`src/hw/fpcd_pkg.sv`:
```
// Shared constants and types of the floppy positioning command decoder
package fpcd_pkg;

  localparam int CLK_HZ = 10_000_000;
  localparam int MS_TIME_US = 1000;
  localparam int MS_CYCLES = CLK_HZ / 1_000_000 * MS_TIME_US;

  // Command codes, low five bits of the first command byte
  localparam logic [4:0] OP_READ = 5'h06;
  localparam logic [4:0] OP_READ_DEL = 5'h0c;
  localparam logic [4:0] OP_WRITE = 5'h05;
  localparam logic [4:0] OP_WRITE_DEL = 5'h09;
  localparam logic [4:0] OP_READ_TRACK = 5'h02;
  localparam logic [4:0] OP_READ_ID = 5'h0a;
  localparam logic [4:0] OP_FORMAT = 5'h0d;
  localparam logic [4:0] OP_SCAN_EQ = 5'h11;
  localparam logic [4:0] OP_SCAN_LE = 5'h19;
  localparam logic [4:0] OP_SCAN_HE = 5'h1d;
  localparam logic [4:0] OP_RECAL = 5'h07;
  localparam logic [4:0] OP_SENSE_INT = 5'h08;
  localparam logic [4:0] OP_SPECIFY = 5'h03;
  localparam logic [4:0] OP_SENSE_DRV = 5'h04;
  localparam logic [4:0] OP_SEEK = 5'h0f;

  // Command byte counts
  localparam logic [3:0] LEN_ONE = 4'h1;
  localparam logic [3:0] LEN_TWO = 4'h2;
  localparam logic [3:0] LEN_THREE = 4'h3;
  localparam logic [3:0] LEN_FORMAT = 4'h6;
  localparam logic [3:0] LEN_DATA = 4'h9;
  localparam int CMD_BYTES = 9;

  // Result byte counts
  localparam logic [2:0] RES_ONE = 3'h1;
  localparam logic [2:0] RES_TWO = 3'h2;
  localparam logic [2:0] RES_DATA = 3'h7;
  localparam int RES_BYTES = 7;

  // Flag positions in the command bytes
  localparam int BIT_MULTI = 7;
  localparam int BIT_DENS = 6;
  localparam int BIT_SKIP = 5;
  localparam int BIT_HEAD = 2;
  localparam int BIT_NO_DMA = 0;

  // Main status register bit positions
  localparam int MSR_RQM = 7;
  localparam int MSR_DIO = 6;
  localparam int MSR_EXM = 5;
  localparam int MSR_BUSY = 4;

  // Status byte values
  localparam logic [7:0] ST0_SEEK_END = 8'h20;
  localparam logic [7:0] ST0_EQUIP_FAIL = 8'h70;
  localparam logic [7:0] ST0_INVALID = 8'h80;

  // Timing scales in milliseconds, recalibrate step limit, base sector length in bytes
  localparam logic [4:0] STEP_MS_BASE = 5'h10;
  localparam logic [7:0] SETTLE_MS_UNIT = 8'h02;
  localparam logic [7:0] RELEASE_MS_UNIT = 8'h10;
  localparam logic [7:0] RECAL_MAX_STEPS = 8'hff;
  localparam logic [15:0] SECTOR_BASE_LEN = 16'h0080;

  // Reset values
  localparam logic [3:0] STEP_INTERVAL_RST = 4'h0;
  localparam logic [3:0] RELEASE_DELAY_RST = 4'h0;
  localparam logic [6:0] SETTLE_TIME_RST = 7'h01;
  localparam logic NO_DMA_RST = 1'b0;
  localparam logic [7:0] CYL_RST = 8'h00;

  typedef enum logic [2:0] {
    PH_CMD = 3'b001,
    PH_EXEC = 3'b010,
    PH_RESULT = 3'b100
  } fpcd_phase_type;

  typedef enum logic [3:0] {
    HD_OFF = 4'b0001,
    HD_SETTLE = 4'b0010,
    HD_ON = 4'b0100,
    HD_RELEASE = 4'b1000
  } fpcd_head_type;

  // Per drive condition, laid out as the top bits of the drive status
  typedef struct packed {
    logic fault;
    logic write_protect;
    logic ready;
    logic track_zero;
    logic two_sided;
  } fpcd_drive_type;

  typedef struct packed {
    logic [7:0] cmd_status_zero;
    logic [7:0] cmd_status_one;
    logic [7:0] cmd_status_two;
    logic [7:0] cyl;
    logic [7:0] head_id;
    logic [7:0] sector;
    logic [7:0] size_code;
  } fpcd_result_type;

  typedef struct packed {
    logic [4:0] op;
    logic multi_side;
    logic double_density;
    logic skip_deleted;
    logic head_pick;
    logic [1:0] drive;
    logic [7:0] cyl;
    logic [7:0] head_id;
    logic [7:0] sector;
    logic [7:0] size_code;
    logic [7:0] last_sector_number;
    logic [7:0] gap_three_length;
    logic [7:0] short_sector_length;
    logic [7:0] scan_stride;
    logic [7:0] sectors_per_cylinder;
    logic [7:0] fill_byte;
    logic [15:0] xfer_len;
  } fpcd_xfer_type;

endpackage

```
`src/hw/fpcd_decoder.sv`:
```
// Command decoder for drive positioning and housekeeping commands
//
// Overview of operation
// - Select line low reaches main status, high reaches the data register.
// - Recalibrate is two bytes, code 07, and drives the head to track zero.
// - Seek is three bytes; third byte is the target cylinder to reach.
// - Sense interrupt status is one byte, then returns end-of-positioning status.
// - Present cylinder returned is the head position when the seek or recalibrate ends.
// - Sense drive status takes a select byte and returns drive condition status.
// - Step interval 1 to 16 ms for all drives, coded F=1 ms, E=2 ms.
// - Head settle time 2 to 254 ms in 2 ms steps after loading.
// - Head release delay 16 to 240 ms in 16 ms steps after transfer.
// - No-DMA flag from specify makes execution use programmed access.
// - Two drive select bits choose one of four drives as a binary number.
// - Head select bit picks head 0 or 1 and sets the head output.
// - Density bit low selects FM, high selects MFM recording.
// - Multi-side bit continues from side 0 to sector 1 on side 1.
// - Cylinder identifiers are values 0 through 255.
// - Size code 00 makes the short sector length the byte count.
// - Transfer stops after the sector equal to last sector number.
// - Format sizes gap three from the gap length parameter.
// - Scan stride 1 compares contiguous sectors, stride 2 alternate ones.
// - Command status bytes are readable only in the result phase.
// - Skip bit set skips sectors with a deleted data mark.
`timescale 1ns/1ns
module fpcd_decoder
  import fpcd_pkg::*;
#(
  parameter int MS_CYCLES_P = MS_CYCLES
) (
  input wire logic clock,
  input wire logic srst,
  input wire logic reg_select_line,
  input wire logic host_wr,
  input wire logic host_rd,
  input wire logic [7:0] host_wdata,
  output logic [7:0] host_rdata,
  output logic int_req,
  output logic no_dma_flag,
  input wire fpcd_drive_type [3:0] drive_in,
  output logic [3:0] drive_sel,
  output logic head_pick,
  output logic head_load,
  output logic step_pulse,
  output logic step_dir,
  output logic xfer_start,
  output fpcd_xfer_type xfer,
  input wire logic xfer_done,
  input wire fpcd_result_type xfer_result
);

  if (MS_CYCLES_P < 2) begin : g_check
    $error("MS_CYCLES_P must be at least 2");
  end

  ////////////////////////////////////////////////////////////////////////////
  // State

  fpcd_phase_type phase;
  fpcd_phase_type next_phase;
  fpcd_head_type head_state;
  fpcd_head_type next_head_state;
  logic [7:0] cmd_buf [CMD_BYTES];
  logic [7:0] next_cmd_buf [CMD_BYTES];
  logic [3:0] cmd_idx;
  logic [3:0] next_cmd_idx;
  logic [3:0] cmd_len;
  logic [3:0] next_cmd_len;
  logic [7:0] res_buf [RES_BYTES];
  logic [7:0] next_res_buf [RES_BYTES];
  logic [2:0] res_idx;
  logic [2:0] next_res_idx;
  logic [2:0] res_len;
  logic [2:0] next_res_len;
  logic [3:0] step_interval;
  logic [3:0] next_step_interval;
  logic [3:0] head_release_delay;
  logic [3:0] next_head_release_delay;
  logic [6:0] head_settle_time;
  logic [6:0] next_head_settle_time;
  logic next_no_dma_flag;
  logic seek_active;
  logic next_seek_active;
  logic seek_recal;
  logic next_seek_recal;
  logic [1:0] seek_drive;
  logic [1:0] next_seek_drive;
  logic [7:0] target_cylinder;
  logic [7:0] next_target_cylinder;
  logic [7:0] seek_steps;
  logic [7:0] next_seek_steps;
  logic [7:0] present_cylinder [4];
  logic [7:0] next_present_cylinder [4];
  logic next_int_req;
  logic [7:0] int_st0;
  logic [7:0] next_int_st0;
  logic [7:0] int_pcn;
  logic [7:0] next_int_pcn;
  logic [1:0] drive_now;
  logic [1:0] next_drive_now;
  logic next_head_pick;
  logic next_step_pulse;
  logic next_step_dir;
  logic next_xfer_start;
  fpcd_xfer_type next_xfer;
  logic [7:0] next_host_rdata;
  logic step_go;
  logic [7:0] step_ms;
  logic step_done;
  logic head_go;
  logic [7:0] head_ms;
  logic head_done;

  function automatic logic [3:0] cmd_length(input logic [4:0] op);
    case (op)
      OP_SPECIFY, OP_SEEK: cmd_length = LEN_THREE;
      OP_SENSE_DRV, OP_RECAL, OP_READ_ID: cmd_length = LEN_TWO;
      OP_FORMAT: cmd_length = LEN_FORMAT;
      OP_READ, OP_READ_DEL, OP_WRITE, OP_WRITE_DEL, OP_READ_TRACK,
      OP_SCAN_EQ, OP_SCAN_LE, OP_SCAN_HE: cmd_length = LEN_DATA;
      default: cmd_length = LEN_ONE;
    endcase
  endfunction

  ////////////////////////////////////////////////////////////////////////////
  // Timers

  fpcd_ms_timer #(.MS_CYCLES_P(MS_CYCLES_P)) u_step_timer (
    .clock(clock),
    .srst(srst),
    .start(step_go),
    .ms_count(step_ms),
    .busy(),
    .done(step_done)
  );

  fpcd_ms_timer #(.MS_CYCLES_P(MS_CYCLES_P)) u_head_timer (
    .clock(clock),
    .srst(srst),
    .start(head_go),
    .ms_count(head_ms),
    .busy(),
    .done(head_done)
  );

  for (genvar g = 0; g < 4; g++) begin : g_drive
    assign drive_sel[g] = (drive_now == 2'(g));
  end

  assign head_load = (head_state != HD_OFF);

  ////////////////////////////////////////////////////////////////////////////
  // Next state

  always_comb begin
    logic [7:0] op_byte;
    logic [7:0] sel_byte;
    logic [3:0] len;
    logic [7:0] msr;
    logic kicked;
    logic [55:0] res_flat;
    op_byte = 8'h00;
    sel_byte = 8'h00;
    len = cmd_len;
    msr = 8'h00;
    kicked = 1'b0;
    res_flat = xfer_result;
    next_phase = phase;
    next_head_state = head_state;
    next_cmd_buf = cmd_buf;
    next_cmd_idx = cmd_idx;
    next_cmd_len = cmd_len;
    next_res_buf = res_buf;
    next_res_idx = res_idx;
    next_res_len = res_len;
    next_step_interval = step_interval;
    next_head_release_delay = head_release_delay;
    next_head_settle_time = head_settle_time;
    next_no_dma_flag = no_dma_flag;
    next_seek_active = seek_active;
    next_seek_recal = seek_recal;
    next_seek_drive = seek_drive;
    next_target_cylinder = target_cylinder;
    next_seek_steps = seek_steps;
    next_present_cylinder = present_cylinder;
    next_int_req = int_req;
    next_int_st0 = int_st0;
    next_int_pcn = int_pcn;
    next_drive_now = drive_now;
    next_head_pick = head_pick;
    next_step_pulse = 1'b0;
    next_step_dir = step_dir;
    next_xfer_start = 1'b0;
    next_xfer = xfer;
    step_go = 1'b0;
    step_ms = {3'h0, 5'(STEP_MS_BASE - {1'b0, step_interval})};
    head_go = 1'b0;
    head_ms = 8'(head_settle_time * SETTLE_MS_UNIT);

    // Head load and release
    case (head_state)
      HD_SETTLE: begin
        if (head_done) begin
          next_head_state = HD_ON;
          next_xfer_start = 1'b1;
        end
      end
      HD_RELEASE: begin
        if (head_done) begin
          next_head_state = HD_OFF;
        end
      end
      default: begin
      end
    endcase

    // Command phase
    if (host_wr && reg_select_line && phase == PH_CMD) begin
      next_cmd_buf[cmd_idx] = host_wdata;
      if (cmd_idx == 4'h0) begin
        len = cmd_length(host_wdata[4:0]);
      end
      next_cmd_len = len;
      next_cmd_idx = cmd_idx + 4'h1;
      if (cmd_idx == len - 4'h1) begin
        next_cmd_idx = 4'h0;
        op_byte = next_cmd_buf[0];
        sel_byte = next_cmd_buf[1];
        if (len > LEN_ONE) begin
          next_drive_now = sel_byte[1:0];
          next_head_pick = sel_byte[BIT_HEAD];
        end
        case (op_byte[4:0])
          OP_SPECIFY: begin
            next_step_interval = sel_byte[7:4];
            next_head_release_delay = sel_byte[3:0];
            next_head_settle_time = next_cmd_buf[2][7:1];
            next_no_dma_flag = next_cmd_buf[2][BIT_NO_DMA];
          end
          OP_SENSE_DRV: begin
            next_res_buf[0] = {drive_in[sel_byte[1:0]], sel_byte[BIT_HEAD],
                               sel_byte[1:0]};
            next_res_len = RES_ONE;
            next_res_idx = 3'h0;
            next_phase = PH_RESULT;
          end
          OP_SENSE_INT: begin
            next_res_idx = 3'h0;
            next_phase = PH_RESULT;
            if (int_req) begin
              next_res_buf[0] = int_st0;
              next_res_buf[1] = int_pcn;
              next_res_len = RES_TWO;
              next_int_req = 1'b0;
            end else begin
              next_res_buf[0] = ST0_INVALID;
              next_res_len = RES_ONE;
            end
          end
          OP_RECAL, OP_SEEK: begin
            kicked = 1'b1;
            next_seek_active = 1'b1;
            next_seek_recal = (op_byte[4:0] == OP_RECAL);
            next_seek_drive = sel_byte[1:0];
            next_target_cylinder = (op_byte[4:0] == OP_RECAL) ?
                                   CYL_RST : next_cmd_buf[2];
            next_seek_steps = 8'h00;
            step_go = 1'b1;
          end
          OP_READ, OP_READ_DEL, OP_WRITE, OP_WRITE_DEL, OP_READ_TRACK,
          OP_READ_ID, OP_FORMAT, OP_SCAN_EQ, OP_SCAN_LE, OP_SCAN_HE: begin
            next_xfer.op = op_byte[4:0];
            next_xfer.multi_side = op_byte[BIT_MULTI];
            next_xfer.double_density = op_byte[BIT_DENS];
            next_xfer.skip_deleted = op_byte[BIT_SKIP];
            next_xfer.head_pick = sel_byte[BIT_HEAD];
            next_xfer.drive = sel_byte[1:0];
            if (op_byte[4:0] == OP_FORMAT) begin
              next_xfer.size_code = next_cmd_buf[2];
              next_xfer.sectors_per_cylinder = next_cmd_buf[3];
              next_xfer.gap_three_length = next_cmd_buf[4];
              next_xfer.fill_byte = next_cmd_buf[5];
            end else begin
              next_xfer.cyl = next_cmd_buf[2];
              next_xfer.head_id = next_cmd_buf[3];
              next_xfer.sector = next_cmd_buf[4];
              next_xfer.size_code = next_cmd_buf[5];
              next_xfer.last_sector_number = next_cmd_buf[6];
              next_xfer.gap_three_length = next_cmd_buf[7];
              next_xfer.short_sector_length = next_cmd_buf[8];
              next_xfer.scan_stride = next_cmd_buf[8];
            end
            next_xfer.xfer_len = (next_xfer.size_code == 8'h00) ?
                                 {8'h00, next_xfer.short_sector_length} :
                                 SECTOR_BASE_LEN << next_xfer.size_code[2:0];
            next_phase = PH_EXEC;
            if (head_state == HD_ON || head_state == HD_RELEASE) begin
              next_head_state = HD_ON;
              next_xfer_start = 1'b1;
            end else begin
              next_head_state = HD_SETTLE;
              head_go = 1'b1;
            end
          end
          default: begin
            next_res_buf[0] = ST0_INVALID;
            next_res_len = RES_ONE;
            next_res_idx = 3'h0;
            next_phase = PH_RESULT;
          end
        endcase
      end
    end

    // Execution end of data commands
    if (phase == PH_EXEC && xfer_done) begin
      for (int i = 0; i < RES_BYTES; i++) begin
        next_res_buf[i] = res_flat[55 - 8 * i -: 8];
      end
      next_res_len = RES_DATA;
      next_res_idx = 3'h0;
      next_phase = PH_RESULT;
      next_head_state = HD_RELEASE;
      head_go = 1'b1;
      head_ms = 8'(head_release_delay * RELEASE_MS_UNIT);
    end

    // Result phase reads
    if (host_rd && reg_select_line && phase == PH_RESULT) begin
      if (res_idx == res_len - 3'h1) begin
        next_res_idx = 3'h0;
        next_phase = PH_CMD;
      end else begin
        next_res_idx = res_idx + 3'h1;
      end
    end

    // Stepping engine
    if (seek_active && step_done && !kicked) begin
      if (seek_recal ? drive_in[seek_drive].track_zero :
          present_cylinder[seek_drive] == target_cylinder) begin
        next_seek_active = 1'b0;
        if (seek_recal) begin
          next_present_cylinder[seek_drive] = CYL_RST;
        end
        next_int_req = 1'b1;
        next_int_st0 = ST0_SEEK_END | {6'h00, seek_drive};
        next_int_pcn = next_present_cylinder[seek_drive];
      end else if (seek_recal && seek_steps == RECAL_MAX_STEPS) begin
        next_seek_active = 1'b0;
        next_int_req = 1'b1;
        next_int_st0 = ST0_EQUIP_FAIL | {6'h00, seek_drive};
        next_int_pcn = present_cylinder[seek_drive];
      end else begin
        next_step_pulse = 1'b1;
        next_seek_steps = seek_steps + 8'h01;
        step_go = 1'b1;
        if (!seek_recal && target_cylinder > present_cylinder[seek_drive]) begin
          next_step_dir = 1'b1;
          next_present_cylinder[seek_drive] = present_cylinder[seek_drive] + 8'h01;
        end else begin
          next_step_dir = 1'b0;
          if (present_cylinder[seek_drive] != CYL_RST) begin
            next_present_cylinder[seek_drive] = present_cylinder[seek_drive] - 8'h01;
          end
        end
      end
    end

    // Host read data
    msr[MSR_RQM] = (phase != PH_EXEC);
    msr[MSR_DIO] = (phase == PH_RESULT);
    msr[MSR_EXM] = (phase == PH_EXEC) && no_dma_flag;
    msr[MSR_BUSY] = (phase != PH_CMD) || (cmd_idx != 4'h0);
    if (seek_active) begin
      msr[seek_drive] = 1'b1;
    end
    if (!reg_select_line) begin
      next_host_rdata = msr;
    end else if (phase == PH_RESULT) begin
      next_host_rdata = res_buf[res_idx];
    end else begin
      next_host_rdata = 8'h00;
    end
  end

  ////////////////////////////////////////////////////////////////////////////
  // Registers

  always_ff @(posedge clock) begin
    if (srst) begin
      phase <= PH_CMD;
      head_state <= HD_OFF;
      cmd_idx <= 4'h0;
      cmd_len <= LEN_ONE;
      res_idx <= 3'h0;
      res_len <= RES_ONE;
      step_interval <= STEP_INTERVAL_RST;
      head_release_delay <= RELEASE_DELAY_RST;
      head_settle_time <= SETTLE_TIME_RST;
      no_dma_flag <= NO_DMA_RST;
      seek_active <= 1'b0;
      seek_recal <= 1'b0;
      seek_drive <= 2'h0;
      target_cylinder <= CYL_RST;
      seek_steps <= 8'h00;
      for (int i = 0; i < 4; i++) begin
        present_cylinder[i] <= CYL_RST;
      end
      int_req <= 1'b0;
      int_st0 <= 8'h00;
      int_pcn <= CYL_RST;
      drive_now <= 2'h0;
      head_pick <= 1'b0;
      step_pulse <= 1'b0;
      step_dir <= 1'b0;
      xfer_start <= 1'b0;
      xfer <= '0;
      host_rdata <= 8'h00;
    end else begin
      phase <= next_phase;
      head_state <= next_head_state;
      cmd_idx <= next_cmd_idx;
      cmd_len <= next_cmd_len;
      res_idx <= next_res_idx;
      res_len <= next_res_len;
      step_interval <= next_step_interval;
      head_release_delay <= next_head_release_delay;
      head_settle_time <= next_head_settle_time;
      no_dma_flag <= next_no_dma_flag;
      seek_active <= next_seek_active;
      seek_recal <= next_seek_recal;
      seek_drive <= next_seek_drive;
      target_cylinder <= next_target_cylinder;
      seek_steps <= next_seek_steps;
      present_cylinder <= next_present_cylinder;
      int_req <= next_int_req;
      int_st0 <= next_int_st0;
      int_pcn <= next_int_pcn;
      drive_now <= next_drive_now;
      head_pick <= next_head_pick;
      step_pulse <= next_step_pulse;
      step_dir <= next_step_dir;
      xfer_start <= next_xfer_start;
      xfer <= next_xfer;
      host_rdata <= next_host_rdata;
    end
  end

  always_ff @(posedge clock) begin
    cmd_buf <= next_cmd_buf;
    res_buf <= next_res_buf;
  end

endmodule

```
`src/hw/fpcd_ms_timer.sv`:
```
// Millisecond interval timer driven by a cycle prescaler
`timescale 1ns/1ns
module fpcd_ms_timer
  import fpcd_pkg::*;
#(
  parameter int MS_CYCLES_P = MS_CYCLES
) (
  input wire logic clock,
  input wire logic srst,
  input wire logic start,
  input wire logic [7:0] ms_count,
  output logic busy,
  output logic done
);

  localparam int CW = $clog2(MS_CYCLES_P);
  localparam logic [CW-1:0] CYC_LAST = CW'(MS_CYCLES_P - 1);

  if (MS_CYCLES_P < 2) begin : g_check
    $error("MS_CYCLES_P must be at least 2");
  end

  logic [CW-1:0] cyc;
  logic [CW-1:0] next_cyc;
  logic [7:0] ms;
  logic [7:0] next_ms;
  logic next_busy;
  assign done = busy && (cyc == CYC_LAST) && (ms == 8'h01);

  always_comb begin
    next_cyc = cyc;
    next_ms = ms;
    next_busy = busy;
    if (start) begin
      next_busy = 1'b1;
      next_cyc = '0;
      next_ms = (ms_count == 8'h00) ? 8'h01 : ms_count;
    end else if (busy) begin
      if (cyc == CYC_LAST) begin
        next_cyc = '0;
        if (ms == 8'h01) begin
          next_busy = 1'b0;
        end else begin
          next_ms = ms - 8'h01;
        end
      end else begin
        next_cyc = cyc + CW'(1);
      end
    end
  end

  always_ff @(posedge clock) begin
    if (srst) begin
      cyc <= '0;
      ms <= 8'h00;
      busy <= 1'b0;
    end else begin
      cyc <= next_cyc;
      ms <= next_ms;
      busy <= next_busy;
    end
  end

endmodule

```
`config.mk`:
```
export PLATFORM = sky130hd
export DESIGN_NAME = fpcd_decoder
export DESIGN_NICKNAME = d
export VERILOG_FILES = /design/src/hw/fpcd_pkg.sv /design/src/hw/fpcd_decoder.sv /design/src/hw/fpcd_ms_timer.sv
export SDC_FILE = /design/constraint.sdc
export NUM_CORES = 1
export LEC_CHECK = 0
export BUFFER_PORTS_ARGS = -buffer_cell sky130_fd_sc_hd__clkbuf_2
export CAP_MARGIN = 5
export CORE_MARGIN = 8
export CORE_UTILIZATION = 49
export DETAILED_ROUTE_END_ITERATION = 8
export GPL_TIMING_DRIVEN = 0
export PLACE_DENSITY = 0.7
export SLEW_MARGIN = 10
export SYNTH_ARGS = -nofsm -noshare
export SYNTH_HDL_FRONTEND = slang
export SYNTH_HIERARCHICAL = 1
export SYNTH_SLANG_ARGS = --single-unit
export TNS_END_PERCENT = 10
```
`constraint.sdc`:
```
create_clock -name clock -period 5.85 [get_ports clock]
set_input_delay 1.17 -clock clock [delete_from_list [all_inputs] [get_ports clock]]
set_output_delay 1.17 -clock clock [all_outputs]
set_load 0.03 [all_outputs]
```
# After elaboration in Yosys (flattened, before gate mapping)
# Memories as Yosys holds them, arrays and structs flattened.
# Index checks and enable logic that the tools add are counted.
# word_totals
regBits,401
mem_bits_ro,128
elab_cells,346
mem_count,1
# classes
add_sub_neg,12
magnitude_cmp,11
n_eq_ne,40
shifts,1
n_mux,138
n_bitwise,11
reduce_logical,63
# mem_list
memory,depth,width,read_ports,rd_ports_with_merged_regs,wr,line_no,source
(no name shown),32,4,1,0,0,fpcd_decoder.sv:115,case (op)
# ops
op,n
$mux W8,40
$mux W32,7
$bwmux W72,1
$bwmux W32,2
$mux W16,4
$mux W56,1
$mux W3,15
$mux W1,41
$mux W4,9
$reduce_and A3 Y1,11
$and A32 B32 Y32,1
$bmux W8 S2,2
$demux W8 S4,1
$not A32 Y32,1
$eq A5 B4 Y1 const B,6
$add A14 B1 Y14 const B,2
$eq A14 B14 Y1 const B,2
$mux W14,2
$bmux W8 S3,1
$logic_not A8 Y1,3
$pmux W8 S3,1
$sub A8 B1 Y8 const B,3
$bmux W5 S2,2
$eq A5 B3 Y1 const B,4
63 further kinds,114

# Longest topological paths before layout
# Gate-level depths: netlist (run 1).
# logic_depth
word_depth,18
ltp_mapped,19
depth_no_buf,16

# Cells and area by module
# The synthesis (run 1) kept the hierarchy.
# modules_own_cells
module,instances,cells_per_inst,area_per_inst_um2,seq_area_each_um2
fpcd_decoder,1,1480,15303.4,8287.9
fpcd_ms_timer,2,151,1293.7,460.4

# Worst setup path after synthesis (run 1)
# Ideal clock, no wire load.
# synth_timing
path_kind,input-to-reg
start,in host_wdata[1]
end,reg u_head_timer.ms[4]
setup_time_ns,0.078
arrival_time_ns,5.394
t_required_ns,5.772
slack_ns,0.378
path_stages,18
path_buffers,3
path_cell_list,clkbuf_1 -> inv_1 -> ha_1 -> inv_1 -> mux4_2 -> a22oi_1 -> ha_1 -> xor2_1 -> nand2_1 -> nor4_1 -> nand3_1 -> clkbuf_1 -> clkbuf_1 -> o21ai_0 -> clkinv_1 -> and3_1 -> and4_1 -> nor3_1
# synth_between
elab_chain_len,10
elab_cells_between_ends,26
classes_between,1 x add/sub; 12 x eq/ne; 8 x mux; 4 x reduce/logical; 1 x memory
# synth_lines
element,line_no,source
from (decl),fpcd_decoder.sv:36,"input wire logic [7:0] host_wdata,"
$mem_v2 Z32 W4,-,
$mux W4,fpcd_decoder.sv:220,if (cmd_idx == 4'h0) begin
$mux W4,fpcd_decoder.sv:218,if (host_wr && reg_select_line && phase == PH_CMD) begin
$sub A4 B1 Y4,fpcd_decoder.sv:225,if (cmd_idx == len - 4'h1) begin
$eq A4 B4 Y1,fpcd_decoder.sv:225,
$mux W1 (*),fpcd_decoder.sv:225,
$mux W1 (*),fpcd_decoder.sv:218,
$mux W1 (*),fpcd_decoder.sv:316,if (phase == PH_EXEC && xfer_done) begin
named net head_go,fpcd_decoder.sv:110,logic head_go;
$ne A2 B2 Y1 (no source line) / $reduce_bool A2 Y1 (equally long branches),-,
$reduce_and A3 Y1 (no source line),-,
to (signal assigned),fpcd_ms_timer.sv:59,ms <= next_ms;
to (decl),fpcd_ms_timer.sv:25,logic [7:0] ms;
# Mark *: on every way through the listed nets, which the timed path passes. The rest lies on a longest branch. The select of a mux whose other input is x is not followed.
# A chain may end at the register's enable or synchronous reset.

# Final worst setup path (run 1)
# layout_timing
start,in host_wdata[0]
end,reg u_step_timer.ms[4]
# layout_between
elab_chain_len,12
elab_cells_between_ends,22
classes_between,1 x add/sub; 4 x eq/ne; 10 x mux; 6 x reduce/logical; 1 x memory
# layout_lines
element,line_no,source
$mem_v2 Z32 W4,-,
$mux W4,fpcd_decoder.sv:220,
$mux W4,fpcd_decoder.sv:218,
$sub A4 B1 Y4,fpcd_decoder.sv:225,
$eq A4 B4 Y1,fpcd_decoder.sv:225,
$mux W1 (*),fpcd_decoder.sv:225,
$mux W1 (*),fpcd_decoder.sv:218,
$mux W1 / $logic_not A1 Y1 (equally long branches),"fpcd_decoder.sv:349, fpcd_decoder.sv:339",
$mux W1 / $logic_and A1 B1 Y1 (equally long branches),"fpcd_decoder.sv:340, fpcd_decoder.sv:339",
$mux W1 (*),fpcd_decoder.sv:339,if (seek_active && step_done && !kicked) begin
named net step_go,fpcd_decoder.sv:107,logic step_go;
$ne A2 B2 Y1 (no source line) / $reduce_bool A2 Y1 (equally long branches),-,
$reduce_and A3 Y1 (no source line),-,
to (signal assigned),fpcd_ms_timer.sv:59,
to (decl),fpcd_ms_timer.sv:25,
# Marked as above.

==> run summary, run 1 <==
area growth from synthesis to layout = 17.5%
DPL Wire Length = 38.7 mm
Final Hold Viols = 0
switch share = 25.4%
Die Area = 42900 sq um
Die Width = 207 um
critical path class = in2reg
top cell type's share of synthesized area = 30.0%
Setup Skew = 0.0205 ns
Final Critical Period = 5.60 ns
Worst VDD drop = 0.245 mV
I/O pin count = 216
Cells after Synth = 1782
via count = 14800
Nets = 2164
most frequent cells in the layout = dfxtp_1, clkbuf_2, nand2_1
CTS clock-pin slew for the worst setup and hold paths = 0.06 ns
Root Driver = clkbuf_16
design area = 21000 sq um
CORE AREA = 36300 sq um
Total GRT Usage = 23.7%
Synth cell types = 80
Die H = 207 um
commonest non-fill, non-tap cell in the layout = dfxtp_1
CP arrival = 6.05 ns
dpl cells = 2469
Initial Util = 49.3%
FILL cells = 3261
CTS Hold Buffers Added = 0
Worst slew margin = 16.3%
Max FO, Critical Path = 10
initial antenna violation count = 2
TritonCTS clock tree = done
cell-internal power = 4.74 mW
Worst Hold Class = reg2reg
Area after DPL = 19600 sq um
IO Port Bufs = 211
number of synthesis warnings = 6
global route overflow = 0
Routed WL = 52.7 mm
Final setup viols = 0
Starting DRT DRC Count = 1179
Final WS setup = 0.254 ns
Reg power frac = 47.0%
asr flop ratio synth = 0%
syn_area_per_cell = 10.0 sq um
Clock Power Share = 42.5%
number of synthesized register bits = 396
P_leak = 7.93 nW
Antenna Nets Post-Route = 0
Post-Place Worst Slack = -1.16 ns
number of synthesized flops with an enable pin = 128
clk sinks = 396
Comb pwr share = 10.5%
predominant post-synthesis flop cell = dfxtp_1
Seq/Total Area, Yosys = 51.5%
setup_tns = 0 ns
Worst-Margin Slew = 1.25 ns
Cell Count, Final, Fillers Out = 2548
status = finished, final reports clean
Req. time, crit path = 6.30 ns
synthesized area = 17900 sq um
CP Launch Type = primary input
Setup crit end kind = register
first-pass GRT wire length = 82.5 mm
max_cap viols = 0
TritonRoute pass-1 iters = 5
post-synth top area cell = dfxtp_1
Post-CTS Setup Bufs = 0
Power Density = 302 nW/um^2
Rows = 70
DR WL/cell = 20.7 um
largest net degree at the start of global routing = 45
RSZ-0062 raised after global routing = true
cts bufs inserted = 42
number of global-route vias before repair = 14700
synth top area cells = dfxtp_1, edfxtp_1, nand2_1
setup slack, reg-to-reg = 0.52 ns
layout cell share with drive strength beyond 1 = 19.3%
Via-to-Cell Ratio = 5.81
CTS H-tree depth = 2
Clock Path Buffers = 3
WHS = 0.452 ns
Max Freq = 179 MHz
Max Slew Vio Count = 0
Net Sw Power = 1.61 mW
global placement routability congestion = 0.920
Final period util = 95.7%
Worst-Skew Late Latency = 0.54 ns
DRC viols = 0
-- flip-flops by register name (all words and copies together) (netlist names), 14 cells and up --
name / flops
u_head_timer/cyc: 14
cmd_buf: 72
res_buf: 56
xfer: 106
u_step_timer/cyc: 14
present_cylinder: 32
-- worst paths after layout --
path         cells after the start          start            endpoint
max                             19  host_wdata[0]  u_step_timer/ms[4]
min                              2     int_pcn[1]          int_pcn[1]
max reg2reg                     18     cmd_idx[0]  u_step_timer/ms[4]
min reg2reg                      2     int_pcn[1]          int_pcn[1]
-- worst max-delay path: stages --
cell and delay (ns):
clkbuf_2 0.11, clkbuf_2 0.26, inv_1 0.27, ha_1 0.40, inv_1 0.05, mux4_2 0.45, a22oi_1 0.30, ha_1 0.31
xor2_1 0.15, nand2_1 0.08, or4_1 0.54, buf_4 0.20, or3_1 0.43, clkbuf_1 0.27, nand2_2 0.25, clkinvlp_4 0.24
and3_1 0.22, and4_1 0.19, nor3_1 0.15
-- per-layer routing --
metal	GRT usage [%]	wire length [um]	vias to the layer above
met4	8.01	1660	0
met3	4.17	3460	101
li1	-	-	6968
met5	0	0	-
met1	29.8	21800	7226
met2	40.6	25800	498
-- through the flow --
stage / total power [mW] / utilization (%)
after global placement: 3.68 / 53.9
after floorplan: 3.46 / -
after global routing: 6.54 / 58.0
after detailed placement: 3.70 / 54.1
after CTS: 6.36 / 57.9
final: 6.35 / 58.0
-- synth_stat cells (all sizes together) (28+ instances only) --
cell,number
dfxtp,268
nor2,192
o21ai,67
a211oi,52
clkbuf,81
a21oi,92
edfxtp,128
nand3,44
buf,32
nor3,46
xnor2,28
a32o,30
nand2,218
ha,29
inv,66
mux2i,60
-- cell type report --
type / count / area [sq um] / area share [%]
Clock buffer: 59 / 1230 / 5.84
Buffer: 113 / 504 / 2.40
Inverter: 70 / 273 / 1.30
Clock inverter: 18 / 165 / 0.785
Antenna cell: 2 / 5.00 / 0.0238
Tap cell: 468 / 586 / 2.78
Multi-Input combinational cell: 1209 / 7960 / 37.9
Sequential cell: 396 / 9210 / 43.8
Timing Repair Buffer: 213 / 1100 / 5.21
-- cell families after synthesis --
group	synth area share (%)
buffers and inverters	4.22
adders and majority gates	2.03
and+or+nand+nor	17.3
muxes	7.70
other	0.0210
xor gates and xnor gates	2.50
AOI/OAI and AO/OA	14.8
DFF	51.5
-- power groups by stage --
stage	Clock [mW]	Combinational, mW	Sequential (mW)
after detailed placement	0	0.655	3.04
after CTS	2.72	0.660	2.98
final	2.70	0.668	2.99
after global placement	0	0.642	3.04
after floorplan	0	0.379	3.08
after global routing	2.83	0.717	2.99
-- repair_timing --
item                       CTS  global route
setup endpoints to repair   37            30
cloned                       0             0
gates resized for setup      5            16
(Power assumes the default switching activity.)
==> inputs of run 2 (changes only) <==
--- a/config.mk
+++ b/config.mk
@@ -5,13 +5,13 @@
 export SDC_FILE = /design/constraint.sdc
 export NUM_CORES = 1
 export LEC_CHECK = 0
-export BUFFER_PORTS_ARGS = -buffer_cell sky130_fd_sc_hd__clkbuf_2
 export CAP_MARGIN = 5
 export CORE_MARGIN = 8
 export CORE_UTILIZATION = 49
 export DETAILED_ROUTE_END_ITERATION = 8
+export DONT_BUFFER_PORTS = 1
 export GPL_TIMING_DRIVEN = 0
-export PLACE_DENSITY = 0.7
+export PLACE_DENSITY = 0.65
 export SLEW_MARGIN = 10
 export SYNTH_ARGS = -nofsm -noshare
 export SYNTH_HDL_FRONTEND = slang
==> constraint.sdc (replaced) <==
create_clock -name clock -period 5.27 [get_ports clock]
set_input_delay 1.054 -clock clock [delete_from_list [all_inputs] [get_ports clock]]
set_output_delay 1.054 -clock clock [all_outputs]
set_load 0.03 [all_outputs]
==> run 2 against run 1 <==
  * Clock skew about the same
  * First-iteration DRC count shrank 10%
  * Clock power up 13%
  * Global-route usage about the same
  * Final area shrank 4.6%
  * Critical endpoint is now u_head_timer/ms[1]
  * Sequential share of layout area up 2.1 points
  * Combinational power shrank 7.9%
  * Non-clock buffer count shrank 210
  * Setup slack worse by 0.010 ns
  * Core utilization shrank 2.7 points
  * Total power rose by 11%
==> run summary, run 2 (synthesis gave the netlist of run 1 again) <==
Area after DPL = 18600 sq um (-5.3%)
RSZ-0062 raised after global routing = false
Nets = 1956 (-9.6%)
Setup crit end kind = register
design area = 20100 sq um (-4.6%)
Final Critical Period = 5.03 ns
first-pass GRT wire length = 80.6 mm (-2.3%)
CORE AREA = 36300 sq um (unchanged)
Final period util = 95.4%
P_leak = 7.04 nW (-11%)
Reg power frac = 48.0% (+1.0 points)
Final Hold Viols = 0 (unchanged)
Req. time, crit path = 5.73 ns (-0.57 ns)
Max Slew Vio Count = 0 (unchanged)
TritonRoute pass-1 iters = 5 (unchanged)
Largest Register = xfer
DR WL/cell = 22.4 um (+8.2%)
Root Driver = clkbuf_16
Clock Path Buffers = 3 (unchanged)
Worst-Margin Slew = 1.08 ns (-0.169 ns)
Max FO, Critical Path = 10 (unchanged)
slowest stage delay, CP = 0.47 ns (-0.07 ns)
most frequent cells in the layout = dfxtp_1, nand2_1, nor2_1
top flop regs = xfer: 106 flops, cmd_buf: 72 flops, res_buf: 56 flops
status = finished, final reports clean
min-delay src = int_pcn[4]
IO Port Bufs = 0 (-100%)
number of global-route vias before repair = 13500 (-8.4%)
Die H = 207 um (unchanged)
commonest non-fill, non-tap cell in the layout = dfxtp_1
crit path max-delay cell type = mux4_2
clk sinks = 396 (unchanged)
DPL Wire Length = 38.5 mm (-0.65%)
layout cell share with drive strength beyond 1 = 11.1% (-8.3 points)
cell-internal power = 5.24 mW (+11%)
via count = 14000 (-5.6%)
CTS H-tree depth = 2 (unchanged)
dpl cells = 2258 (-8.5%)
crit path from = host_wdata[0]
CP Launch Type = primary input
Antenna Nets Post-Route = 0 (unchanged)
area growth from synthesis to layout = 12.1%
cts bufs inserted = 44 (+4.8%)
switch share = 25.7% (+0.30 points)
largest net degree at the start of global routing = 48 (+6.7%)
Initial Util = 49.3% (unchanged)
DRC viols = 0 (unchanged)
I/O pin count = 216 (unchanged)
Clock Power Share = 43.3% (+0.8 points)
Cell Count, Final, Fillers Out = 2342 (-8.1%)
CTS Hold Buffers Added = 0 (unchanged)
Final Power = 7.05 mW (+11%)
critical path class = in2reg
initial antenna violation count = 1 (-1)
Worst Hold Class = reg2reg
Final setup viols = 0 (unchanged)
Worst-Skew Late Latency = 0.57 ns (+0.03 ns)
Comb pwr share = 8.7% (-1.8 points)
max reg flops = 106 (unchanged)
crit path cell chain = clkbuf_2 > clkinvlp_4 > ha_1 > inv_1 > mux4_2 > a22oi_1 > ha_1 > xor2_1 > nand2_1 > nor4_2 > nand3_1 > clkbuf_2 > buf_2 > o21ai_4 > buf_2 > nor3_1 > a311o_2
Rows = 70 (unchanged)
CP arrival = 5.48 ns (-0.57 ns)
R2R Path Start = cmd_idx[0]
Setup Skew = 0.0205 ns (-0.0000182 ns)
Die Width = 207 um (unchanged)
CTS clock-pin slew for the worst setup and hold paths = 0.06 ns (about the same)
max_cap viols = 0 (unchanged)
Power Density = 351 nW/um^2 (+16%)
Die Area = 42900 sq um (unchanged)
TritonCTS clock tree = done
setup_tns = 0 ns (unchanged)
Starting DRT DRC Count = 1058 (-10%)
Total GRT Usage = 23.6% (-0.047 points)
Max Freq = 199 MHz
Final Core Density = 55.3% (-2.7 points)
Routed WL = 52.4 mm (-0.54%)
Net Sw Power = 1.81 mW (+12%)
Worst slew margin = 25.7% (+9.4 points)
global route overflow = 0 (unchanged)
Via-to-Cell Ratio = 5.96 (+2.7%)
Worst VDD drop = 0.236 mV (-3.7%)
global placement routability congestion = 0.930 (+1.1%)
## run 2: metal layers
| metal | track usage (%) | wire (um) |
|---|---|---|
| met1 | 30.5 | 22300 |
| met2 | 39.3 | 25200 |
| met4 | 7.02 | 1260 |
| met5 | 0 | 0 |
| met3 | 5.10 | 3690 |
## run 2: path summary, 6_finish.rpt
kind                                            to  slack [ns]  depth (start not counted)
worst max-delay path            u_head_timer/ms[1]        0.24                         17
worst min register to register          int_pcn[4]        0.45                          2
worst min-delay path                    int_pcn[4]        0.45                          2
worst max register to register  u_head_timer/ms[1]        0.38                         17
## run 2: timing repair
item / 4_1_cts / 5_1_grt
buffers inserted: 0 / 2
setup endpoints to repair: 58 / 41
resized for setup: 13 / 10
## run 2: power groups by stage
stage,clock [mW],sequential [mW],combinational (mW)
5_1_grt,3.21,3.39,0.663
3_3_place_gp,0,3.45,0.584
6_report,3.05,3.38,0.615
4_1_cts,3.08,3.38,0.603
3_5_place_dp,0,3.45,0.598
2_1_floorplan,0,3.42,0.420
## run 2: final cells by class
class	count	area (sq um)
diodes	1	2.50
fillers	3254	16200
multi-input cells	1209	7980
inverters	70	272
repair buffers	4	62.6
clock inverters	11	73.8
well taps	468	586
clock buffers	71	1370
plain buffers	112	502
flip-flops and latches	396	9210
## run 2: critical path, delay by kind of cell
kind,cells,cell delay [ns]
simple gates,4,0.75
mux,1,0.47
xor+xnor,1,0.14
fa+ha+maj,2,0.66
buf+inv,6,1.41
compound gates,3,0.98
## run 2: metrics by stage
stage	worst slack (ns)	hold WS (ns)
floorplan	-0.0234	0.432
global placement	-1.36	0.442
detailed placement	-1.40	0.446
CTS	0.0215	0.453
global route	0.0211	0.474
finish	0.244	0.454
==> inputs of run 3 (changes only) <==
==> constraint.sdc (replaced) <==
create_clock -name clock -period 6.4 [get_ports clock]
set_input_delay 1.28 -clock clock [delete_from_list [all_inputs] [get_ports clock]]
set_output_delay 1.28 -clock clock [all_outputs]
set_load 0.03 [all_outputs]
==> run 3 against run 2 <==
  * Count of clock-buffer cells in the layout shrank 6
  * Cell count is essentially flat
  * Core utilization shrank 0.48 points
  * Critical path depth is the same
  * Total power shrank 20%
  * Setup slack gained 0.10 ns
  * Final area shrank 0.87%
  * Sequential share of layout area grew 0.40 points
  * Global-route usage shrank 0.20 points
  * Critical endpoint unchanged
  * Largest cell class unchanged
==> run summary, run 3 (synthesis gave the netlist of run 1 again) <==
TritonRoute pass-1 iters = 6 (+1)
design area = 19900 sq um (-0.87%)
CTS clock-pin slew for the worst setup and hold paths = 0.06 ns (about the same)
Req. time, crit path = 6.85 ns (+1.12 ns)
max reg flops = 106 (unchanged)
clk sinks = 396 (unchanged)
number of global-route vias before repair = 13500 (+0.082%)
commonest non-fill, non-tap cell in the layout = dfxtp_1
Power Density = 283 nW/um^2 (-19%)
setup_tns = 0 ns (unchanged)
critical path class = in2reg
top flop regs = xfer: 106 flops, cmd_buf: 72 flops, res_buf: 56 flops
CP arrival = 6.50 ns (+1.02 ns)
DR WL/cell = 22.3 um (-0.19%)
Total GRT Usage = 23.4% (-0.20 points)
Worst Hold Class = reg2reg
global placement routability congestion = 0.924 (-0.71%)
Final setup viols = 0 (unchanged)
layout cell share with drive strength beyond 1 = 9.78% (-1.3 points)
Worst-Skew Late Latency = 0.57 ns (about the same)
DPL Wire Length = 38.5 mm (about the same)
Area after DPL = 18500 sq um (about the same)
DRC viols = 0 (unchanged)
Final Power = 5.63 mW (-20%)
Starting DRT DRC Count = 996 (-5.9%)
Clock Path Buffers = 3 (unchanged)
Max FO, Critical Path = 10 (unchanged)
cells on worst reg2reg path = 17 (unchanged)
CP Launch Type = primary input
Worst slew margin = 17.9% (-7.8 points)
Final Critical Period = 6.06 ns
Worst-Margin Slew = 1.23 ns (+0.146 ns)
Setup Skew = 0.0203 ns (-0.000224 ns)
crit path max-delay cell type = nor4_1
IO Port Bufs = 0 (unchanged)
P_leak = 6.94 nW (-1.5%)
Final Core Density = 54.8% (-0.48 points)
most frequent CP cell = clkbuf_1
max_cap viols = 0 (unchanged)
crit path cell chain = clkbuf_1 > clkinvlp_4 > ha_1 > inv_1 > mux4_2 > a22oi_1 > ha_1 > xor2_1 > nand2_1 > nor4_1 > nand3_1 > clkbuf_1 > clkbuf_2 > o21ai_2 > clkbuf_1 > nor3_1 > a311o_2
CORE AREA = 36300 sq um (unchanged)
Nets = 1957 (+0.051%)
Worst VDD drop = 0.209 mV (-11%)
Rows = 70 (unchanged)
area growth from synthesis to layout = 11.2%
CTS Hold Buffers Added = 0 (unchanged)
I/O pin count = 216 (unchanged)
Die Width = 207 um (unchanged)
Routed WL = 52.3 mm (-0.27%)
status = finished, final reports clean
TritonCTS clock tree = done
slowest stage delay, CP = 0.52 ns (+0.05 ns)
Via-to-Cell Ratio = 5.93 (-0.57%)
Largest Register = xfer
Final period util = 94.6%
Antenna Nets Post-Route = 0 (unchanged)
first-pass GRT wire length = 79.7 mm (-1.1%)
Die H = 207 um (unchanged)
via count = 13900 (-0.66%)
cts bufs inserted = 43 (-2.3%)
CTS H-tree depth = 2 (unchanged)
Die Area = 42900 sq um (unchanged)
RSZ-0062 raised after global routing = false
Final Hold Viols = 0 (unchanged)
Max Slew Vio Count = 0 (unchanged)
Initial Util = 49.3% (unchanged)
largest net degree at the start of global routing = 44 (-8.3%)
initial antenna violation count = 2 (+1)
most frequent cells in the layout = dfxtp_1, nand2_1, nor2_1
Hold Crit Depth = 2 (unchanged)
Setup crit end kind = register
Root Driver = clkbuf_16
global route overflow = 0 (unchanged)
Max Freq = 165 MHz
-- run 3: changes by cell type in the layout (fill, tap and decap cells not counted), moves of 3 or more --
cell,change
clkbuf_1,+13
clkbuf_2,-5
clkbuf_8,-10
clkinv_1,+3
clkinv_4,-3
-- run 3: final timing paths --
| check | startpoint | end | slack [ns] |
|---|---|---|---|
| max reg2reg | cmd_idx[0] | u_head_timer/ms[1] | 0.86 |
| max | host_wdata[1] | u_head_timer/ms[1] | 0.34 |
| min | int_pcn[4] | int_pcn[4] | 0.46 |
| min reg2reg | int_pcn[4] | int_pcn[4] | 0.46 |
-- run 3: power by group --
| group | internal (mW) | switching [mW] | total, mW |
|---|---|---|---|
| Combinational | 0.154 | 0.349 | 0.503 |
| Sequential | 2.69 | 0.0995 | 2.79 |
| Clock | 1.33 | 1.01 | 2.35 |
| Total | 4.17 | 1.46 | 5.63 |
-- run 3: metrics by stage --
step	setup WS (ns)	std cells	hold WS, ns
4_1_cts	0.0266	2336	0.457
3_3_place_gp	-0.838	2256	0.442
5_1_grt	0.0449	2340	0.470
3_5_place_dp	-0.860	2258	0.448
2_1_floorplan	0.818	1788	0.432
6_report	0.344	2340	0.458
-- run 3: routing by layer --
metal  global-route usage (%)  up-vias  share of wire, %  routed length, um
li1                         -     6558                 -                  -
met2                     39.0      425                47              24700
met4                     7.67        2               2.8               1490
met5                        0        -             0.023                 12
met3                     4.91      100               6.7               3500
met1                     30.1     6792                43              22600
-- run 3: area by class of cell --
class	instances	area (sq um)
tap	468	586
antenna	1	2.50
clock buffer	65	1230
multi-input combinational	1209	7950
buffer	113	497
timing repair buffer	5	62.6
inverter	70	269
fill	3253	16400
clock inverter	13	80.1
sequential	396	9210
-- run 3: timing repair --
action                                  CTS  global route
gates resized for setup                   1             6
endpoints found under the setup margin   17            18
setup buffers                             0             3
-- run 3: worst max-delay path, delay by kind of cell --
family	cells	cell delay (ns)
simple gates	4	0.92
buf+inv	6	1.91
compound gates	3	1.10
mux	1	0.46
xor+xnor	1	0.15
fa+ha+maj	2	0.68
